### src/include/lamp_emi_pkg.sv
// constants for the lamp sampling, power-down and EMI control block
package lamp_emi_pkg;
  // register byte offsets on the serial register port
  localparam logic [7:0] CONTROL_TWO_OFFSET = 8'hF5;
  localparam logic [7:0] SPREAD_STEP_CONTROL_OFFSET = 8'hF6;
  // values after reset
  localparam logic [7:0] CONTROL_TWO_RESET = 8'h08;
  localparam logic [7:0] SPREAD_STEP_CONTROL_RESET = 8'h00;
  // writable bits; reserved bits read as zero
  localparam logic [7:0] CONTROL_TWO_WMASK = 8'h9F;
  localparam logic [7:0] SPREAD_STEP_CONTROL_WMASK = 8'hF7;
  // control_two fields
  localparam int SAMPLE_RATE_SEL_LO_POS = 3;
  localparam int SAMPLE_RATE_SEL_HI_POS = 4;
  localparam int POWER_DOWN_BIT_POS = 7;
  // spread_step_control fields
  localparam int SPREAD_AMOUNT_LO_POS = 0;
  localparam int SPREAD_AMOUNT_HI_POS = 1;
  localparam int SPREAD_SHAPE_SELECT_POS = 2;
  localparam int FREQ_STEP_ENABLE_POS = 4;
  localparam int FREQ_STEP_SEL_0_POS = 5;
  localparam int FREQ_STEP_SEL_2_POS = 7;
  // sample period in lamp clock cycles for code 00; each code step doubles it
  localparam logic [5:0] SAMPLE_PERIOD_BASE = 6'h04;
  // spread in tenths of a percent
  localparam logic [5:0] SPREAD_TENTHS_NONE = 6'h00;
  localparam logic [5:0] SPREAD_TENTHS_1P5 = 6'h0F;
  localparam logic [5:0] SPREAD_TENTHS_3P0 = 6'h1E;
  localparam logic [5:0] SPREAD_TENTHS_6P0 = 6'h3C;
  // first step-select code that steps down
  localparam logic [2:0] STEP_DOWN_FIRST = 3'h4;
  localparam logic [2:0] STEP_CODE_UNUSED = 3'h7;
endpackage

### src/rtl/lamp_clock_emi_and_sampling_control.sv
// lamp current sampling rate, power-down and EMI spread/step control
`timescale 1ns/1ns
module lamp_clock_emi_and_sampling_control
  import lamp_emi_pkg::*;
(
  input wire logic clk,
  input wire logic rst_n,
  input wire logic lampClkPin,
  input wire logic powerDownPin,
  input wire logic freqStepEnablePin,
  input wire logic [7:0] regAddr,
  input wire logic [7:0] regWrData,
  input wire logic regWrEn,
  output logic [7:0] regRdData,
  output logic sampleStrobe,
  output logic powerDown,
  output logic controllerReset,
  output logic faultClear,
  output logic [5:0] spreadTenthsPct,
  output logic spreadShapeRandom,
  output logic stepUp,
  output logic stepDown,
  output logic [2:0] stepPercent,
  output logic modRateValid,
  output logic [2:0] modRateCode
);

  logic [1:0] rstSync_q;
  logic rstInt_n;
  logic [7:0] controlTwo_q;
  logic [7:0] spreadStep_q;
  logic [2:0] lampSync_q;
  logic [2:0] pdSync_q;
  logic [2:0] stepSync_q;
  logic lampLvl_q;
  logic pdLvl_q;
  logic stepLvl_q;
  logic lampPrev_q;
  logic lampEdge;
  logic pdEff;
  logic stepEnEff;
  logic [1:0] spreadCode;
  logic [2:0] stepCode;
  logic [5:0] sampleCnt_q;
  logic [5:0] samplePeriod;
  logic [7:0] regRdData_q;
  logic sampleStrobe_q;
  logic powerDown_q;
  logic controllerReset_q;
  logic faultClear_q;
  logic [5:0] spreadTenthsPct_q;
  logic spreadShapeRandom_q;
  logic stepUp_q;
  logic stepDown_q;
  logic [2:0] stepPercent_q;
  logic modRateValid_q;
  logic [2:0] modRateCode_q;

  function automatic logic [5:0] periodOf(input logic [1:0] code);
    periodOf = SAMPLE_PERIOD_BASE << code;
  endfunction

  function automatic logic [5:0] spreadOf(input logic [1:0] code);
    unique case (code)
      2'h0: spreadOf = SPREAD_TENTHS_NONE;
      2'h1: spreadOf = SPREAD_TENTHS_1P5;
      2'h2: spreadOf = SPREAD_TENTHS_3P0;
      default: spreadOf = SPREAD_TENTHS_6P0;
    endcase
  endfunction

  always_ff @(posedge clk or negedge rst_n) begin
    if (!rst_n) begin
      rstSync_q <= 2'h0;
    end else begin
      rstSync_q <= {rstSync_q[0], 1'b1};
    end
  end
  assign rstInt_n = rstSync_q[1];

  // pins: three stages, the filtered level moves only when stages two and three agree
  always_ff @(posedge clk or negedge rstInt_n) begin
    if (!rstInt_n) begin
      lampSync_q <= 3'h0;
      pdSync_q <= 3'h0;
      stepSync_q <= 3'h0;
      lampLvl_q <= 1'b0;
      pdLvl_q <= 1'b0;
      stepLvl_q <= 1'b0;
      lampPrev_q <= 1'b0;
    end else begin
      lampSync_q <= {lampSync_q[1:0], lampClkPin};
      pdSync_q <= {pdSync_q[1:0], powerDownPin};
      stepSync_q <= {stepSync_q[1:0], freqStepEnablePin};
      if (lampSync_q[1] == lampSync_q[2]) begin
        lampLvl_q <= lampSync_q[2];
      end
      if (pdSync_q[1] == pdSync_q[2]) begin
        pdLvl_q <= pdSync_q[2];
      end
      if (stepSync_q[1] == stepSync_q[2]) begin
        stepLvl_q <= stepSync_q[2];
      end
      lampPrev_q <= lampLvl_q;
    end
  end

  assign lampEdge = lampLvl_q & ~lampPrev_q;
  assign pdEff = controlTwo_q[POWER_DOWN_BIT_POS] | pdLvl_q;
  assign stepEnEff = spreadStep_q[FREQ_STEP_ENABLE_POS] | stepLvl_q;
  assign spreadCode = spreadStep_q[SPREAD_AMOUNT_HI_POS:SPREAD_AMOUNT_LO_POS];
  assign stepCode = spreadStep_q[FREQ_STEP_SEL_2_POS:FREQ_STEP_SEL_0_POS];
  assign samplePeriod = periodOf(controlTwo_q[SAMPLE_RATE_SEL_HI_POS:SAMPLE_RATE_SEL_LO_POS]);

  // registers are never touched by power-down, so the host can always reach them
  always_ff @(posedge clk or negedge rstInt_n) begin
    if (!rstInt_n) begin
      controlTwo_q <= CONTROL_TWO_RESET;
      spreadStep_q <= SPREAD_STEP_CONTROL_RESET;
    end else if (regWrEn) begin
      if (regAddr == CONTROL_TWO_OFFSET) begin
        controlTwo_q <= regWrData & CONTROL_TWO_WMASK;
      end
      if (regAddr == SPREAD_STEP_CONTROL_OFFSET) begin
        spreadStep_q <= regWrData & SPREAD_STEP_CONTROL_WMASK;
      end
    end
  end

  always_ff @(posedge clk or negedge rstInt_n) begin
    if (!rstInt_n) begin
      regRdData_q <= 8'h00;
    end else if (regAddr == CONTROL_TWO_OFFSET) begin
      regRdData_q <= controlTwo_q;
    end else if (regAddr == SPREAD_STEP_CONTROL_OFFSET) begin
      regRdData_q <= spreadStep_q;
    end else begin
      regRdData_q <= 8'h00;
    end
  end

  // sample counter restarts on a rate change only at its next wrap; a period shorter
  // than the count is caught by the >= compare
  always_ff @(posedge clk or negedge rstInt_n) begin
    if (!rstInt_n) begin
      sampleCnt_q <= 6'h00;
      sampleStrobe_q <= 1'b0;
    end else if (pdEff) begin
      sampleCnt_q <= 6'h00;
      sampleStrobe_q <= 1'b0;
    end else if (lampEdge) begin
      if (sampleCnt_q >= samplePeriod - 6'h01) begin
        sampleCnt_q <= 6'h00;
        sampleStrobe_q <= 1'b1;
      end else begin
        sampleCnt_q <= sampleCnt_q + 6'h01;
        sampleStrobe_q <= 1'b0;
      end
    end else begin
      sampleStrobe_q <= 1'b0;
    end
  end

  always_ff @(posedge clk or negedge rstInt_n) begin
    if (!rstInt_n) begin
      powerDown_q <= 1'b0;
      controllerReset_q <= 1'b0;
      faultClear_q <= 1'b0;
    end else begin
      powerDown_q <= pdEff;
      controllerReset_q <= pdEff;
      faultClear_q <= pdEff;
    end
  end

  // while powered down the spread, shape and rate-valid controls fall to nominal; modRateCode still follows the step field
  always_ff @(posedge clk or negedge rstInt_n) begin
    if (!rstInt_n) begin
      spreadTenthsPct_q <= SPREAD_TENTHS_NONE;
      spreadShapeRandom_q <= 1'b0;
      modRateValid_q <= 1'b0;
      modRateCode_q <= 3'h0;
    end else begin
      spreadTenthsPct_q <= pdEff ? SPREAD_TENTHS_NONE : spreadOf(spreadCode);
      spreadShapeRandom_q <= spreadStep_q[SPREAD_SHAPE_SELECT_POS] & ~pdEff;
      modRateValid_q <= (spreadCode != 2'h0) & ~pdEff;
      modRateCode_q <= (spreadCode != 2'h0) ? stepCode : 3'h0;
    end
  end

  // code 111 has no defined step, so it leaves the lamp at nominal
  always_ff @(posedge clk or negedge rstInt_n) begin
    if (!rstInt_n) begin
      stepUp_q <= 1'b0;
      stepDown_q <= 1'b0;
      stepPercent_q <= 3'h0;
    end else if (stepEnEff && spreadCode == 2'h0 && !pdEff && stepCode != STEP_CODE_UNUSED) begin
      stepUp_q <= stepCode < STEP_DOWN_FIRST;
      stepDown_q <= stepCode >= STEP_DOWN_FIRST;
      stepPercent_q <= (stepCode < STEP_DOWN_FIRST) ? stepCode + 3'h1 : stepCode - 3'h3;
    end else begin
      stepUp_q <= 1'b0;
      stepDown_q <= 1'b0;
      stepPercent_q <= 3'h0;
    end
  end

  assign regRdData = regRdData_q;
  assign sampleStrobe = sampleStrobe_q;
  assign powerDown = powerDown_q;
  assign controllerReset = controllerReset_q;
  assign faultClear = faultClear_q;
  assign spreadTenthsPct = spreadTenthsPct_q;
  assign spreadShapeRandom = spreadShapeRandom_q;
  assign stepUp = stepUp_q;
  assign stepDown = stepDown_q;
  assign stepPercent = stepPercent_q;
  assign modRateValid = modRateValid_q;
  assign modRateCode = modRateCode_q;
endmodule

### config.mk
export PLATFORM = sky130hd
export DESIGN_NAME = lamp_clock_emi_and_sampling_control
export DESIGN_NICKNAME = d
export VERILOG_FILES = /design/src/include/lamp_emi_pkg.sv /design/src/rtl/lamp_clock_emi_and_sampling_control.sv
export SDC_FILE = /design/constraint.sdc
export NUM_CORES = 1
export LEC_CHECK = 0
export ABC_AREA = 1
export BUFFER_PORTS_ARGS = -buffer_cell sky130_fd_sc_hd__buf_2
export CORE_MARGIN = 1.5
export CORE_UTILIZATION = 50
export DETAILED_ROUTE_END_ITERATION = 7
export PLACE_DENSITY = 0.74
export SETUP_SLACK_MARGIN = 0.2
export SLEW_MARGIN = 20
export SYNTH_ARGS = -nofsm -noshare
export SYNTH_HDL_FRONTEND = slang
export SYNTH_SLANG_ARGS = --single-unit
### constraint.sdc
create_clock -name clk -period 5.2 [get_ports clk]
set_input_delay 1.04 -clock clk [delete_from_list [all_inputs] [get_ports clk]]
set_output_delay 1.04 -clock clk [all_outputs]
set_load 0.05 [all_outputs]
==> results_dict.tcl <==
set metrics [dict create \
    syn_inst 215 \
    avgSynthCellArea_um2 10.94 \
    cp.arrival_ns 0.94 \
    cts_setup_buffers 0 \
    drc 4 \
    path_clk_slew_ns 0.06 \
    fmax_mhz 504.6 \
    p_leak_uw 0.001532 \
    core_um2 4444 \
    antenna_found_initial 0 \
    fin_crit_ns 1.982 \
    setup_viol 0 \
    dp.cells 311 \
    crit_fanout 3 \
    dr.pass1.iters 6 \
    die_height_um 71.59 \
    layout_common_cells "dfrtp_1 (56), buf_2 (49), nand2_1 (33)" \
    area_delta_synth_final_pct 19.57 \
    hpwl_mm 2.796 \
    h-tree-depth 3 \
    cts.sinks 58 \
    post-route-period-util_pct 38.11 \
    ir_drop_mv 0.1874 \
    grt_pass1_wl_mm 6.796 \
    setup.worst_path.end_class "output port" \
    p_comb_share_pct 8.4 \
    cp.required_ns 4.16 \
    slowest_stage "dfrtp_1" \
    drive_above_1_share_pct 32.00 \
    cts_buffer_depth 2 \
    syn_area_um2 2352 \
    yosys.area_share.simple_pct 17.23 \
    worstReg2RegStart "spreadStep_q[0]" \
    wirelength_mm 3.901 \
    final_hold_viol_count 0 \
    startpoint_type "register" \
    ant_nets 0 \
    synth_top_family_by_area "simple AND/OR/NAND/NOR gates" \
    pre_cts_ws_ns 3.165 \
    synth_compound_area_share_pct 5.851 \
    drt_iter0_markers 68 \
    synthXorXnorAreaFrac_pct 1.117 \
    start_util_pct 52.93 \
    rows 24 \
    design_area_um2 2813 \
    yosysUniqueCellTypes 27 \
    wire_per_inst_um 11.93 \
    p_switching_uw 244.2 \
    status "finished with violations" \
    worst_pin_slew_ns 0.5749 \
    finalWorstSetupSlack_ns 3.218 \
    p_clk_share_pct 42.4 \
    numCtsBuffers 9 \
    vias_per_cell 4.691 \
    place_congestion 0.9220 \
    n_fill_cell 372 \
    placed_area_um2 2609 \
    p_int_uw 741.4 \
    cts_tree "yes" \
    yosys_warnings 0 \
    path_cells "buf_2" \
    fin_skew_ns 0.004665 \
    critical_path_class "reg2out" \
    p_per_area_nw_per_um2 350.4 \
    maxCapViolations 0 \
    overflow 0 \
    min_path_type "reg2async" \
    netlist.top_cell.by_area "dfrtp_1" \
    pwr-share-seq_pct 49.2 \
    io_buffers 49 \
    groute.usage.overall_pct 18.06 \
    critPathTopFamily "flip-flops" \
    relSlewSlack_pct 61.67 \
    violations "DRC" \
    critPathBufInv 1 \
    n_antenna_cell 0 \
    synthAdderAreaFrac_pct 6.596 \
    io_pins 50 \
    crit_path_start "spreadTenthsPct[3]" \
    ctsResizeCount 0 \
    rsz0062_at_grt "false" \
    slew_violations 0 \
    fin_cells 327 \
    insertion_delay_ns 0.33 \
    muxShareOfSynthArea_pct 0 \
    clock_tree.root_cell "clkbuf_8" \
    setup_tns_ns 0 \
    switching_share_pct 24.78 \
    yosysTopAreaCellShare_pct 60.64 \
    die_w_um 71.59 \
    total_power_uw 985.7 \
    fp.dieArea_um2 5125 \
    synth_area_leaders "dfrtp_1 (61%), ha_1 (5.3%), nand2_1 (5.3%)" \
    seq_area_frac_synth_pct 61.76 \
    ys_seq_elements 58 \
    ctsHoldBuffers 0 \
    vias 1534 \
    layout_commonest_cell "dfrtp_1" \
    fin_nets 302 \
    cpPeakStageDelay_ns 0.35 \
    grt_max_degree 30 \
    grt_pass1_vias 1514 \
]
[routing by layer]
layer | GRT usage, % | share of wire (%)
met2 | 26.06 | 45
met3 | 6.329 | 5.5
met1 | 24.24 | 47
met5 | 0 | 0
met4 | 9.434 | 2.5
[layout make-up]
class,count,area [µm²],area share [%]
well taps,52,65.06,2.313
flip-flops and latches,58,1454,51.69
clock buffers,11,151.4,5.383
inverters,28,105.1,3.737
clock inverters,5,52.55,1.868
repair buffers,50,252.7,8.986
multi-input cells,123,732.0,26.02
[synth_stat cells]
| master | count |
|---|---|
| nor3_4 | 1 |
| buf_6 | 1 |
| dfrtp_1 | 57 |
| nor4_1 | 1 |
| maj3_1 | 3 |
| nand2_4 | 2 |
| nand2_1 | 33 |
| nand4_1 | 1 |
| a21oi_1 | 2 |
| o22ai_1 | 5 |
| nor3_1 | 1 |
| nor2_4 | 2 |
| nor2_1 | 29 |
| buf_12 | 1 |
| xor2_1 | 3 |
| nand3_1 | 6 |
| ha_1 | 10 |
| dfstp_2 | 1 |
| buf_2 | 1 |
| nand2_2 | 4 |
| conb_1 | 1 |
| nor2_8 | 1 |
| o21ai_2 | 7 |
| nor2_2 | 3 |
| inv_1 | 28 |
| buf_4 | 4 |
| o21ai_0 | 7 |
[flip-flops by register name, summed over array words and instances (netlist names), 2 cells and up]
name,flops
controlTwo_q,6
sampleCnt_q,6
modRateCode,3
rstSync_q,2
stepSync_q,3
pdSync_q,3
regRdData,8
spreadStep_q,7
stepPercent,3
spreadTenthsPct,5
lampSync_q,3
[stage by stage]
stage	hold slack (ns)	util [%]
after floorplan	0.3312	-
after global placement	0.2820	58.70
after detailed placement	0.2959	58.70
after CTS	0.3002	63.29
after global routing	0.3444	63.29
final	0.2676	63.29
[cells by family after synthesis]
| family | count (synthesis) |
|---|---|
| and+or+nand+nor | 84 |
| xor gates and xnor gates | 3 |
| buffers and inverters | 35 |
| AOI/OAI and AO/OA | 21 |
| adders and majority gates | 13 |
| DFF | 58 |
| other | 1 |
[power groups by stage]
stage          Clock [µW]  Combinational [µW]  Sequential [µW]
2_1_floorplan           0                41.3              511
3_3_place_gp            0                82.0              493
3_5_place_dp            0                82.9              494
4_1_cts               425                83.9              486
5_1_grt               447                92.8              488
6_report              418                82.8              485
[path summary, 6_finish.rpt]
check                      depth (start not counted)                  to  slack [ns]
hold / removal                                     0        regRdData[0]        0.27
setup / recovery                                   1  spreadTenthsPct[3]        3.22
max in group asynchronous                          1     controlTwo_q[3]        4.10
hold reg to reg                                    0        regRdData[0]        0.27
min in group clk                                   0         pdSync_q[1]        0.35
setup reg to reg                                   6      stepPercent[2]        3.67
Note: power is estimated with default switching activity, not from simulation.
